[config.mk]
export PLATFORM = sky130hd
export DESIGN_NAME = scz_host_flat
export DESIGN_NICKNAME = d
export VERILOG_FILES = /design/src/scz_pkg.sv /design/src/scz_link_if.sv /design/src/scz_host.sv /design/src/flat_wrapper.sv
export VERILOG_INCLUDE_DIRS = /design/src
export SDC_FILE = /design/constraint.sdc
export NUM_CORES = 1
export LEC_CHECK = 0
export ABC_AREA = 1
export BUFFER_PORTS_ARGS = -buffer_cell sky130_fd_sc_hd__buf_2
export CAP_MARGIN = 20
export CORE_AREA = 2 2 192 194
export CTS_CLUSTER_SIZE = 14
export DETAILED_ROUTE_END_ITERATION = 6
export DIE_AREA = 0 0 194 196
export PLACE_DENSITY_LB_ADDON = 0.15
export SLEW_MARGIN = 15
export SYNTH_ARGS = -nofsm -noshare
export SYNTH_HDL_FRONTEND = slang
export SYNTH_SLANG_ARGS = --single-unit
[constraint.sdc]
create_clock -name CLK_SYS -period 3 [get_ports CLK_SYS]
set_input_delay 0.45 -clock CLK_SYS [delete_from_list [all_inputs] [get_ports CLK_SYS]]
set_output_delay 0.45 -clock CLK_SYS [all_outputs]
set_load 0.01 [all_outputs]
[src/scz_regs.svh]
// Contract
// RULE1: Word is 28 data bits plus 4 address
// RULE2: Sample data on shift rising edge, MSB first
// RULE3: Latch rise copies data to addressed register
// RULE4: Host writes words 0-8, 11, 13-15
// RULE5: Word fifteen write starts calibration unless zero-delay
// RULE6: Host begins with reset bit set
// RULE7: Reset write ignores other word zero bits
// RULE8: Later word zero writes clear reset bit
// RULE9: Ascending order, word fifteen last
// RULE10: Step one: indicate-done, no zero-delay, feedback, enables
// RULE11: Lock source 3/4 shows calibration done
// RULE12: Watch lock pin or wait 2 ms
// RULE13: Step two: zero-delay set, new word fifteen
// RULE14: Gate and sync high, enables set for lock
// RULE15: Feedback channel 5 or external needs 5/6
// RULE16: Zero-delay returns lock pin to digital lock
// RULE17: Gate low in step one, not enables
// RULE18: Host recomputes feedback divider for zero-delay
// RULE19: Gate pin asynchronous; runt and off-frequency possible
// RULE20: Odd bit counts decode the last 32 bits
// RULE21: Reset bit restores all power-on defaults
// RULE22: Lock pin source by indicate-done and zero-delay
// RULE23: Zero-delay blocks calibration, selects feedback mux
// RULE24: Feedback select: 0 ch5, 1 ext, 2 ch6
`ifndef SCZ_REGS_SVH
`define SCZ_REGS_SVH
`define SCZ_WORD_BITS      32
`define SCZ_DATA_BITS      28
`define SCZ_ADDR_BITS      4
`define SCZ_NUM_REGS       16
`define SCZ_ADDR_W0        4'h0
`define SCZ_ADDR_W14       4'he
`define SCZ_ADDR_W15       4'hf
`define SCZ_RESET_POS      27
`define SCZ_DONE_IND_POS   24
`define SCZ_ZDM_POS        23
`define SCZ_FBSEL_HI       22
`define SCZ_FBSEL_LO       21
`define SCZ_EN_POS         12
`define SCZ_GLOBAL_EN_POS  23
`define SCZ_LDSRC_HI       19
`define SCZ_LDSRC_LO       16
`define SCZ_W0_RESET       28'h0000010
`define SCZ_W14_RESET      28'h08000a0
`define SCZ_W15_RESET      28'h0802f80
`define SCZ_WX_RESET       28'h0000010
`define SCZ_CAL_WAIT_NS    2000000
`define SCZ_CLK_NS         50
`define SCZ_CAL_CYCLES     (`SCZ_CAL_WAIT_NS / `SCZ_CLK_NS)
`define SCZ_SCLK_HALF      4
`define SCZ_SETTLE_CYCLES  8
`endif

[src/scz_pkg.sv]
package scz_pkg;
    typedef enum logic [1:0] {
        SCZ_FB_CH5  = 2'h0,
        SCZ_FB_EXT  = 2'h1,
        SCZ_FB_CH6  = 2'h2,
        SCZ_FB_RSVD = 2'h3
    } scz_fb_t;
    typedef enum logic [3:0] {
        SCZ_LD_OFF      = 4'h0,
        SCZ_LD_DLD_HI   = 4'h3,
        SCZ_LD_DLD_LO   = 4'h4
    } scz_ldsrc_t;
    typedef enum logic [2:0] {
        SCZ_H_IDLE  = 3'h0,
        SCZ_H_LOAD  = 3'h1,
        SCZ_H_LOW   = 3'h2,
        SCZ_H_HIGH  = 3'h3,
        SCZ_H_LATCH = 3'h4
    } scz_hstate_t;
    typedef enum logic [2:0] {
        SCZ_Q_IDLE   = 3'h0,
        SCZ_Q_SEND   = 3'h1,
        SCZ_Q_WAIT   = 3'h2,
        SCZ_Q_STEP2  = 3'h3,
        SCZ_Q_DONE   = 3'h4
    } scz_seq_t;
endpackage : scz_pkg

[src/scz_link_if.sv]
`timescale 1ns/1ps
interface scz_link_if;
    logic serial_shift_clock;
    logic serial_data_in;
    logic serial_latch_enable;
    logic output_gate_pin;
    logic sync_pin;
    logic lock_detect_pin;
    modport dev  (input serial_shift_clock, serial_data_in, serial_latch_enable,
                  output_gate_pin, sync_pin, output lock_detect_pin);
    modport host (output serial_shift_clock, serial_data_in, serial_latch_enable,
                  output_gate_pin, sync_pin, input lock_detect_pin);
endinterface : scz_link_if

[src/scz_host.sv]
`timescale 1ns/1ps
`include "scz_regs.svh"
module scz_host
    import scz_pkg::*;
#(
    parameter int CAL_CYCLES = `SCZ_CAL_CYCLES
)(
    // System
    input  wire logic          CLK_SYS,
    input  wire logic          RST,
    // Link
    scz_link_if.host           LINK,
    // User
    input  wire logic          START,
    input  wire logic          USE_LD,
    input  wire logic [1:0]    FB_SEL,
    input  wire logic [7:0]    USED_CHANS,
    input  wire logic [27:0]   CFG [0:15],
    input  wire logic [27:0]   W15_STEP2,
    output logic               BUSY,
    output logic               LOCKED
);
    scz_hstate_t hst_reg;
    scz_seq_t    seq_reg;
    logic [31:0] word_reg;
    logic [5:0]  bit_reg;
    logic [2:0]  div_reg;
    logic [4:0]  idx_reg;
    logic [31:0] wait_reg;
    logic [3:0]  settle_reg;
    logic        sclk_reg;
    logic        sdo_reg;
    logic        le_reg;
    logic        goe_reg;
    logic        step2_reg;
    logic        locked_reg;
    logic [1:0]  ld_s;

    always_ff @(posedge CLK_SYS) begin
        ld_s <= {ld_s[0], LINK.lock_detect_pin};
    end

    ////////////////////////////////////////////////////////////
    // Reserved feedback code is never sent; fall back to channel six
    wire [1:0]  fb_use  = (FB_SEL == SCZ_FB_RSVD) ? SCZ_FB_CH6 : FB_SEL;   // see RULE24
    // Channel 6 always, channel 5 too for ch5 or external feedback
    wire [7:0]  en_mask = USED_CHANS | 8'h40 | ((fb_use != SCZ_FB_CH6) ? 8'h20 : 8'h00);  // see RULE15
    // Sequence: 0 reset, 1..16 words, always skipping words 9,10,12
    wire [3:0]  waddr  = (idx_reg == 5'h0) ? 4'h0 : 4'(idx_reg - 5'h1);
    wire        skip   = idx_reg == 5'ha || idx_reg == 5'hb || idx_reg == 5'hd;  // see RULE4
    wire [27:0] base0  = CFG[0];
    wire [27:0] w0_s1  = {1'b0, base0[26:25], 1'b1, 1'b0, fb_use, base0[20:13], en_mask[0],
                          base0[11:0]};                                   // see RULE10 see RULE8
    wire [27:0] w0_s2  = w0_s1 | 28'(1 << `SCZ_ZDM_POS);                  // see RULE13
    wire [27:0] reset_word = 28'(1 << `SCZ_RESET_POS);                    // see RULE6
    wire [27:0] chan_word  = CFG[waddr] | ({27'h0, en_mask[waddr[2:0]]} << `SCZ_EN_POS);
    wire [27:0] w14_word   = CFG[14] | 28'(1 << `SCZ_GLOBAL_EN_POS);      // see RULE14
    wire [27:0] wdata  = (idx_reg == 5'h0) ? reset_word :
                         (step2_reg && waddr == `SCZ_ADDR_W0) ? w0_s2 :
                         (step2_reg) ? W15_STEP2 :                        // see RULE18
                         (waddr == `SCZ_ADDR_W0) ? w0_s1 :
                         (waddr < 4'h8) ? chan_word :
                         (waddr == `SCZ_ADDR_W14) ? w14_word :
                         CFG[waddr];
    // Step two sends word zero, then word fifteen
    wire [3:0]  step2_addr = (idx_reg == 5'h1) ? `SCZ_ADDR_W0 : `SCZ_ADDR_W15;
    wire [3:0]  word_addr  = step2_reg ? step2_addr : waddr;
    wire        word_go = (seq_reg == SCZ_Q_SEND || seq_reg == SCZ_Q_STEP2) && hst_reg == SCZ_H_IDLE;
    wire        tick    = div_reg == 3'(`SCZ_SCLK_HALF - 1);

    ////////////////////////////////////////////////////////////
    // Lock pin meaning follows the source written to word fourteen;
    // any other source gives no calibration flag, so fall back to timing
    wire [3:0]  ld_src    = CFG[14][`SCZ_LDSRC_HI:`SCZ_LDSRC_LO];
    wire        ld_sel    = ld_src == SCZ_LD_DLD_HI || ld_src == SCZ_LD_DLD_LO;
    wire        ld_active = (ld_src == SCZ_LD_DLD_LO) ? ~ld_s[1] : ld_s[1];   // see RULE11
    wire        cal_timed = wait_reg >= 32'(CAL_CYCLES);
    wire        cal_ok    = (USE_LD && ld_sel) ? ld_active : cal_timed;       // see RULE12
    wire        settled   = settle_reg == 4'(`SCZ_SETTLE_CYCLES);

    ////////////////////////////////////////////////////////////
    // Bit shifter: data set on low phase, sampled on rise
    always_ff @(posedge CLK_SYS) begin
        if (RST) begin
            hst_reg  <= SCZ_H_IDLE;
            div_reg  <= 3'h0;
            sclk_reg <= 1'b0;
            sdo_reg  <= 1'b0;
            le_reg   <= 1'b1;
            bit_reg  <= 6'h0;
            word_reg <= 32'h0;
        end else begin
            div_reg <= (hst_reg == SCZ_H_IDLE || tick) ? 3'h0 : div_reg + 3'h1;
            unique case (hst_reg)
                SCZ_H_IDLE: if (word_go && !skip) begin
                    word_reg <= {wdata, word_addr};                   // see RULE1
                    le_reg   <= 1'b0;
                    bit_reg  <= 6'h0;
                    hst_reg  <= SCZ_H_LOAD;
                end
                SCZ_H_LOAD: begin
                    sdo_reg  <= word_reg[31];                          // see RULE2
                    word_reg <= {word_reg[30:0], 1'b0};
                    hst_reg  <= SCZ_H_LOW;
                end
                SCZ_H_LOW: if (tick) begin
                    sclk_reg <= 1'b1;
                    bit_reg  <= bit_reg + 6'h1;
                    hst_reg  <= SCZ_H_HIGH;
                end
                SCZ_H_HIGH: if (tick) begin
                    sclk_reg <= 1'b0;
                    hst_reg  <= (bit_reg == 6'h20) ? SCZ_H_LATCH : SCZ_H_LOAD;
                end
                SCZ_H_LATCH: if (tick) begin
                    le_reg  <= 1'b1;                                  // see RULE3
                    hst_reg <= SCZ_H_IDLE;
                end
                default: hst_reg <= SCZ_H_IDLE;
            endcase
        end
    end

    ////////////////////////////////////////////////////////////
    // Word sequencer, ascending order, word fifteen last
    always_ff @(posedge CLK_SYS) begin
        if (RST) begin
            seq_reg    <= SCZ_Q_IDLE;
            idx_reg    <= 5'h0;
            step2_reg  <= 1'b0;
            goe_reg    <= 1'b0;
            wait_reg   <= 32'h0;
            settle_reg <= 4'h0;
            locked_reg <= 1'b0;
        end else begin
            unique case (seq_reg)
                SCZ_Q_IDLE: if (START) begin
                    idx_reg    <= 5'h0;
                    step2_reg  <= 1'b0;
                    goe_reg    <= 1'b0;                               // see RULE17
                    locked_reg <= 1'b0;
                    seq_reg    <= SCZ_Q_SEND;
                end
                SCZ_Q_SEND: if (word_go) begin
                    idx_reg <= idx_reg + 5'h1;                        // see RULE9
                    if (idx_reg == 5'h10) begin
                        wait_reg <= 32'h0;
                        seq_reg  <= SCZ_Q_WAIT;
                    end
                end
                SCZ_Q_WAIT: if (hst_reg == SCZ_H_IDLE) begin
                    // Saturate so a long pin wait cannot wrap the timer
                    if (!cal_timed) begin
                        wait_reg <= wait_reg + 32'h1;
                    end
                    if (cal_ok) begin
                        goe_reg   <= 1'b1;                            // see RULE14
                        step2_reg <= 1'b1;
                        idx_reg   <= 5'h1;
                        seq_reg   <= SCZ_Q_STEP2;
                    end
                end
                SCZ_Q_STEP2: if (word_go) begin
                    idx_reg <= idx_reg + 5'h1;
                    if (idx_reg == 5'h2) begin
                        settle_reg <= 4'h0;
                        seq_reg    <= SCZ_Q_DONE;
                    end
                end
                SCZ_Q_DONE: if (hst_reg == SCZ_H_IDLE) begin
                    // Device commits a few cycles after the latch rises
                    if (!settled) begin
                        settle_reg <= settle_reg + 4'h1;
                    end else begin
                        locked_reg <= ld_active;                      // see RULE16
                    end
                end
                default: seq_reg <= SCZ_Q_IDLE;
            endcase
        end
    end

    assign LINK.serial_shift_clock  = sclk_reg;
    assign LINK.serial_data_in      = sdo_reg;
    assign LINK.serial_latch_enable = le_reg;
    assign LINK.output_gate_pin     = goe_reg;
    assign LINK.sync_pin            = 1'b1;                           // see RULE14
    // Busy until the last word is latched and the device has had time to take it
    assign BUSY   = (seq_reg != SCZ_Q_IDLE && seq_reg != SCZ_Q_DONE) ||
                    hst_reg != SCZ_H_IDLE || (seq_reg == SCZ_Q_DONE && !settled);
    assign LOCKED = locked_reg;
endmodule : scz_host

[src/flat_wrapper.sv]
// flat-port wrapper written by rule: the top's interface ports become plain ports
module scz_host_flat import scz_pkg::*;
#(
    parameter int CAL_CYCLES = `SCZ_CAL_CYCLES
)
  (CLK_SYS, RST, START, USE_LD, FB_SEL, USED_CHANS, CFG, W15_STEP2, BUSY, LOCKED, LINK_serial_shift_clock, LINK_serial_data_in, LINK_serial_latch_enable, LINK_output_gate_pin, LINK_sync_pin, LINK_lock_detect_pin);
  scz_link_if LINK_i ();
  input  wire logic CLK_SYS;
  input  wire logic RST;
  input  wire logic START;
  input  wire logic USE_LD;
  input  wire logic [1:0] FB_SEL;
  input  wire logic [7:0] USED_CHANS;
  input  wire logic [27:0] CFG[0:15];
  input  wire logic [27:0] W15_STEP2;
  output logic BUSY;
  output logic LOCKED;
  output wire logic [$bits(LINK_i.serial_shift_clock)-1:0] LINK_serial_shift_clock;
  output wire logic [$bits(LINK_i.serial_data_in)-1:0] LINK_serial_data_in;
  output wire logic [$bits(LINK_i.serial_latch_enable)-1:0] LINK_serial_latch_enable;
  output wire logic [$bits(LINK_i.output_gate_pin)-1:0] LINK_output_gate_pin;
  output wire logic [$bits(LINK_i.sync_pin)-1:0] LINK_sync_pin;
  input wire logic [$bits(LINK_i.lock_detect_pin)-1:0] LINK_lock_detect_pin;
  assign LINK_serial_shift_clock = LINK_i.serial_shift_clock;
  assign LINK_serial_data_in = LINK_i.serial_data_in;
  assign LINK_serial_latch_enable = LINK_i.serial_latch_enable;
  assign LINK_output_gate_pin = LINK_i.output_gate_pin;
  assign LINK_sync_pin = LINK_i.sync_pin;
  assign LINK_i.lock_detect_pin = LINK_lock_detect_pin;
  scz_host #(.CAL_CYCLES(CAL_CYCLES)) u_core (.CLK_SYS(CLK_SYS), .RST(RST), .LINK(LINK_i), .START(START), .USE_LD(USE_LD), .FB_SEL(FB_SEL), .USED_CHANS(USED_CHANS), .CFG(CFG), .W15_STEP2(W15_STEP2), .BUSY(BUSY), .LOCKED(LOCKED));
endmodule
Word level (Yosys, flattened, before mapping). Cells that the tools add are included.

Register bits after elaboration: 95. Bits in latches: 0. Bits in writable memories: 0. Bits in read-only memories: 0. Output and inout port bits: 7. Word-level logic and storage cells: 175. Memories kept: 0.

Add/subtract/negate cells: 6. $mul: 0. Div/mod/pow operators: 0. Magnitude comparators: 4. Equal/unequal tests: 39. Shift operators: 0. Multiplexer cells: 64. Bitwise logic cells: 5. Reduce and logical (&&, ||, !) cells: 43.

Operators by type and width (number): $mux W28 (8); $mux W32 (5); $pmux W32 S2 (2); $bmux W28 S4 (1); $mux W3 (12); $add A32 B1 Y32 const B (1); $ge A32 B16 Y1 const B (1); $pmux W3 S5 (2); $mux W4 (7); $or A28 B13 Y28 (1); $ne A2 B1 Y1 const B (11); $mux W5 (4); $mux W6 (3); $reduce_bool A2 Y1 (8); $eq A3 B2 Y1 const B (5); $eq A5 B4 Y1 const B (3); $pmux W5 S3 (1); $reduce_and A5 Y1 (3); $ne A2 B2 Y1 const B (6); $pmux W6 S2 (1); $reduce_and A4 Y1 (3); $mux W1 (11); $reduce_and A3 Y1 (3); $reduce_bool A3 Y1 (3); 35 further kinds (56).

Logic depth before layout (Yosys ltp).
Word-level depth: 15. Mapped depth: 19.

Worst setup path after synthesis. OpenSTA, ideal clock, no wires.

Path kind: register -> register. Start point: register u_core.idx_reg[0]. End point: register u_core.word_reg[16]. Library setup time: 0.132 ns. Arrival time: 2.559 ns. Required time: 2.868 ns. Slack: 0.309 ns. Cell stages (with the launch flop): 17. Buffers on the path: 4. Clock period less this slack: 2.691 ns. Cells stage by stage: dfxtp_1 -> inv_2 -> buf_2 -> clkbuf_1 -> ha_1 -> inv_1 -> clkbuf_1 -> clkbuf_1 -> nand3_1 -> nand2_1 -> nand2_1 -> a21oi_1 -> nand2_1 -> nand2_1 -> nand2_1 -> nand2_1 -> a21oi_1.

Word-level cells in the longest chain between the ends: 14.

Ends and longest elaborated chain: start: declaration (RTL line scz_host.sv:28) `logic [4:0] idx_reg;`; start signal: assignment (RTL line scz_host.sv:145) `idx_reg <= idx_reg + 5'h1;`; start signal: assignment (RTL line scz_host.sv:164) `idx_reg <= idx_reg + 5'h1;`; $sub A4 B1 Y4 / $logic_not A5 Y1 (equally long branches) (RTL line scz_host.sv:49, scz_host.sv:58); $mux W4 (RTL line scz_host.sv:49) `wire [3:0] waddr = (idx_reg == 5'h0) ? 4'h0 : 4'(idx_reg - 5'h1);`; $not A4 Y5 (not written as such) (RTL line scz_host.sv:56, scz_host.sv:64); $bmux W28 S4 (RTL line scz_host.sv:56, scz_host.sv:64); $mux W28 (not written as such) (2 in a row) (RTL line scz_host.sv:56, scz_host.sv:64); $mux W28 / $or A28 B13 Y28 (equally long branches) (RTL line scz_host.sv:63, scz_host.sv:56); $mux W28 (RTL line scz_host.sv:62) `(waddr < 4'h8) ? chan_word :`; $mux W28 (RTL line scz_host.sv:61) `` (waddr == `SCZ_ADDR_W0) ? w0_s1 : ``; $mux W28 (RTL line scz_host.sv:60) `(step2_reg) ? W15_STEP2 :`; $mux W28 (RTL line scz_host.sv:59) `` (step2_reg && waddr == `SCZ_ADDR_W0) ? w0_s2 : ``; $mux W28 (RTL line scz_host.sv:58) `wire [27:0] wdata = (idx_reg == 5'h0) ? reset_word :`; $mux W32 (RTL line scz_host.sv:95) `SCZ_H_IDLE: if (word_go && !skip) begin`; $pmux W32 S2 (RTL line scz_host.sv:94) `unique case (hst_reg)`; end signal: assignment (RTL line scz_host.sv:96) `word_reg <= {wdata, word_addr};`; end signal: assignment (RTL line scz_host.sv:103) `word_reg <= {word_reg[30:0], 1'b0};`; end: declaration (RTL line scz_host.sv:25) `logic [31:0] word_reg;`.

Several ways; a longest one is shown, not always the timed one. The select of a mux whose other input is x is not followed. A chain may end at the register's enable or synchronous reset.

Worst setup path in the final report.
Start point: register u_core.idx_reg[1]. End point: register u_core.word_reg[9].

The elaborated chain is that of the path after synthesis.

==> impl_table.tex <==
\begin{tabular}{lr}
\hline
Metric & Value \\
\hline
\multicolumn{2}{l}{\textbf{Pwr}} \\
\quad Highest ir drop seen on vdd & around 0.00054 V \\
\quad Pleak & 0.00653 µW \\
\quad Share of total power in sequential cells & 0.118 \\
\quad Switching Power & 7830 µW \\
\quad Internal Power & approximately 5200 µW \\
\quad Net Sw Frac & 0.599 \\
\quad Clock power share & 0.087 \\
\quad Part of the total power dissipated in combinational logic & 0.794 \\
\quad Total Power & 13100 µW \\
\quad Power density relative to cell area & between 900 and 1000 mW/mm² \\
\multicolumn{2}{l}{\textbf{Worst setup path}} \\
\quad Buffer and inverter count on the worst path & 2 \\
\quad Required arrival time at the worst endpoint & 3.28 ns \\
\quad Cell breakdown of the critical path & inv\_1, ha\_1, nand3\_4, nand2\_8, buf\_12, nand2\_1, nand3\_1, nand3\_1, nand2\_1, nand2\_1, nand2\_1, nand3b\_1, nand2\_1, nand2\_1, a21oi\_1 \\
\quad Worst Path Class, Setup & reg -> reg \\
\quad Most repeated library cell on the critical path & sky130\_fd\_sc\_hd\_\_nand2\_1 \\
\quad Max stage delay on crit path & roughly 0.34 ns \\
\quad Crit. End Element & flop \\
\quad Highest fanout seen on the critical path & 23 \\
\quad Arrival time at the worst endpoint & between 2 and 3 ns \\
\quad Slack of the worst reg-to-reg path & approximately 0.31 ns \\
\quad Critical path startpoint category & flop \\
\quad Family with the most delay on the worst path & simple AND/OR/NAND/NOR gates \\
\quad Slowest cell on crit path & sky130\_fd\_sc\_hd\_\_dfxtp\_1 \\
\multicolumn{2}{l}{\textbf{Synth}} \\
\quad Top cell type's share of synthesized area & 0.216 \\
\quad Distinct cells, synth & 44 \\
\quad Mapped Nets & around 2300 \\
\quad Yosys synthesis warning count & 0 \\
\quad Average cell area after synthesis & approximately 5.5 µm² \\
\quad Seq cells post-synth & between 90 and 100 \\
\quad Synthesized area & around 0.01 mm² \\
\quad Library cell with the largest summed area after synthesis & sky130\_fd\_sc\_hd\_\_nand2\_1 \\
\quad Sequential area share after synthesis & 0.191 \\
\quad Number of instances in the synthesized netlist & 1813 \\
\quad Area contributors post-synth & sky130\_fd\_sc\_hd\_\_nand2\_1 (22\%), sky130\_fd\_sc\_hd\_\_dfxtp\_1 (19\%), sky130\_fd\_sc\_hd\_\_nand3\_1 (18\%) \\
\multicolumn{2}{l}{\textbf{Clocking}} \\
\quad Clock latency of the later-clocked register in the worst-skew pair & 0.35 ns \\
\quad \# clock sinks & 95 \\
\quad Clock Path Buffers & 2 \\
\quad Clock tree root driver cell & sky130\_fd\_sc\_hd\_\_clkbuf\_16 \\
\quad Clock tree from TritonCTS & done \\
\quad Clk pin slew, worst setup/hold paths & around 0.07 ns \\
\quad TritonCTS buffer count & 9 \\
\quad Post-CTS setup-driven buffer insertion count & 0 \\
\quad Number of levels the H-tree was split into & 3 \\
\quad Hold buffer count at cts & 0 \\
\multicolumn{2}{l}{\textbf{Timing}} \\
\quad Final Setup Violations & 0 \\
\quad Number of hold-slack violations in the final timing report & 0 \\
\quad Setup repair after global routing missed its margin & no \\
\quad Number of pins exceeding their max-slew limit in the final report & 0 \\
\quad Final-layout setup total negative slack & 0 ns \\
\quad Max-slew headroom & 0.339 \\
\quad Worst-margin pin slew & around 1 ns \\
\quad Crit path setup slack, layout & 0.315 ns \\
\quad Clock period minus worst slack & $\sim$2.7 ns \\
\quad Clock skew after layout & about 0.011 ns \\
\quad Tightest hold margin & between 0.15 and 0.2 ns \\
\quad Ratio of final minimum period to clock period & 0.895 \\
\quad Maximum achievable frequency & about 370 MHz \\
\multicolumn{2}{l}{\textbf{Layout}} \\
\quad Share of cells above drive strength 1 & 0.258 \\
\quad Multi-input combinational cell area & between 0.006 and 0.007 mm² \\
\quad Commonest non-fill, non-tap cell in the layout & sky130\_fd\_sc\_hd\_\_nand2\_1 \\
\quad Most frequent cells in the layout & sky130\_fd\_sc\_hd\_\_nand2\_1 (575), sky130\_fd\_sc\_hd\_\_buf\_2 (494), sky130\_fd\_sc\_hd\_\_nand3\_1 (368) \\
\quad Register Area & approximately 0.0019 mm² \\
\quad Filler instances & around 4200 \\
\quad Finished Cell Area & around 0.013 mm² \\
\quad Net count, final & $\sim$2700 \\
\quad Layout-stage area growth over the synthesis result & 32.7\% \\
\multicolumn{2}{l}{\textbf{Global routing}} \\
\quad Met3 global-route usage & 0.0383 \\
\quad Total global-route track usage & 0.276 \\
\quad Total global routing overflow & 0 \\
\quad Number of global-route vias before repair & 12900 \\
\quad Number of antenna violations at the first check in global routing & 21 \\
\quad Met2 usage & 0.449 \\
\quad Wire length of the first global-routing pass & 79800 µm \\
\quad Pin count of the biggest net entering global routing & between 90 and 100 \\
\quad Global-route met1 utilization & 0.379 \\
\quad Most used routing layer in global routing & met2 \\
\multicolumn{2}{l}{\textbf{Floorplanning}} \\
\quad Core outline area & about 0.036 mm² \\
\quad Width of the die & just under 200 µm \\
\quad Die span in y & 196 µm \\
\quad Area of the die & between 0.03 and 0.04 mm² \\
\quad \# rows & 70 \\
\quad IO Count & around 500 \\
\quad Starting Density & 0.276 \\
\multicolumn{2}{l}{\textbf{Drt}} \\
\quad Total iterations of the first detailed-routing run & 6 \\
\quad Residual DRC count & 0 \\
\quad Total detailed-routing wirelength & $\sim$55000 µm \\
\quad Routed Antenna Nets & 0 \\
\quad Final routed wire length divided by cell count & $\sim$20 µm \\
\quad Total via count in the routed design & $\sim$14000 \\
\quad Iteration-0 DRC count of the detailed router & around 1200 \\
\quad Routed via count divided by cell count & about 5 \\
\multicolumn{2}{l}{\textbf{Placement}} \\
\quad Weighted congestion reported at the end of routability-driven placement & between 0.9 and 1 \\
\quad Post-detail-place hpwl & 44800 µm \\
\quad Count of buffers inserted at the top-level ports & $\sim$490 \\
\quad Worst slack after detailed placement & between 0.3 and 0.4 ns \\
\quad Placed standard-cell area & 0.0129 mm² \\
\multicolumn{2}{l}{\textbf{Run}} \\
\quad Number of maximum-capacitance violations & 0 \\
\multicolumn{2}{l}{\textbf{Hold path}} \\
\quad Path type of the worst min-delay path & in -> reg \\
\multicolumn{2}{l}{\textbf{Status}} \\
\quad Run status & complete, no violations \\
\hline
\end{tabular}
-- what timing repair did --
action                                 CTS  global route
setup endpoints to repair                0             4
gates resized for setup                  0             1
endpoints found under the hold margin    0             0
-- worst reg2reg max path, stage by stage, from the launching register on --
cell and delay, ns:
sky130_fd_sc_hd__dfxtp_1 0.34, sky130_fd_sc_hd__inv_1 0.17, sky130_fd_sc_hd__ha_1 0.27, sky130_fd_sc_hd__nand3_4 0.23
sky130_fd_sc_hd__nand2_8 0.27, sky130_fd_sc_hd__buf_12 0.21, sky130_fd_sc_hd__nand2_1 0.08, sky130_fd_sc_hd__nand3_1 0.08
sky130_fd_sc_hd__nand3_1 0.22, sky130_fd_sc_hd__nand2_1 0.16, sky130_fd_sc_hd__nand2_1 0.06, sky130_fd_sc_hd__nand2_1 0.18
sky130_fd_sc_hd__nand3b_1 0.10, sky130_fd_sc_hd__nand2_1 0.07, sky130_fd_sc_hd__nand2_1 0.05, sky130_fd_sc_hd__a21oi_1 0.13
-- per-layer routing --
metal  routed length (µm)  up-vias
li1                     -     6877
met1                24000     6372
met2                25400      625
met3                 4460       59
met4                 1460        0
met5                    0        -
-- metrics by stage --
step / instances / util
after floorplan: 1813 / -
after global placement: 2688 / 0.357
after detailed placement: 2688 / 0.357
after CTS: 2704 / 0.365
after global routing: 2716 / 0.366
final: 2724 / 0.367
-- final timing paths --
| path | to | cells after the start | startpoint |
|---|---|---|---|
| setup / recovery | u_core.word_reg[9] | 15 | u_core.idx_reg[1] |
| hold / removal | u_core.ld_s[0] | 1 | LINK_lock_detect_pin |
| setup reg to reg | u_core.word_reg[9] | 15 | u_core.idx_reg[1] |
| hold reg to reg | u_core.ld_s[1] | 0 | u_core.ld_s[0] |
-- area by class of cell --
| type | count | share of cell area |
|---|---|---|
| flip-flops and latches | 95 | 0.144 |
| clock inverters | 5 | 0.00293 |
| repair buffers | 534 | 0.218 |
| well taps | 468 | 0.0443 |
| clock buffers | 11 | 0.0191 |
| multi-input cells | 1392 | 0.511 |
| inverters | 199 | 0.0570 |
| diodes | 20 | 0.00378 |
-- cells in the mapped netlist, drive strengths merged --
cell / count
nand2: 578
nand3: 372
inv: 197
dfxtp: 95
a21oi: 93
nor2: 82
buf: 69
o21ai: 59
clkbuf: 58
o2111ai: 36
nor3: 30
nand3b: 27
o22ai: 26
nand4: 14
ha: 13
xor2: 11
a211oi: 10
o211ai: 7
o221ai: 7
a31oi: 5
or2: 5
nor3b: 4
clkinv: 2
nor4: 2
o21bai: 2
o31ai: 2
a2111oi: 1
a21boi: 1
a21o: 1
a221o: 1
and3: 1
and3b: 1
conb: 1
-- power by group through the flow --
stage          combinational (µW)  clock [µW]  sequential [µW]
6_report                    10400        1140             1550
5_1_grt                     11400        1210             1570
4_1_cts                     10300        1170             1550
3_5_place_dp                10300           0             1580
3_3_place_gp                10200           0             1570
2_1_floorplan                6770           0             1550
-- logic make-up after synthesis --
logic type / Yosys count / synth area share
compound gates: 251 / 0.153
xor+xnor: 11 / 0.00966
fa+ha+maj: 13 / 0.0163
buf+inv: 326 / 0.134
flops: 95 / 0.191
other cells: 1 / 0.000376
simple gates: 1116 / 0.496
(Power assumes the default switching activity.)
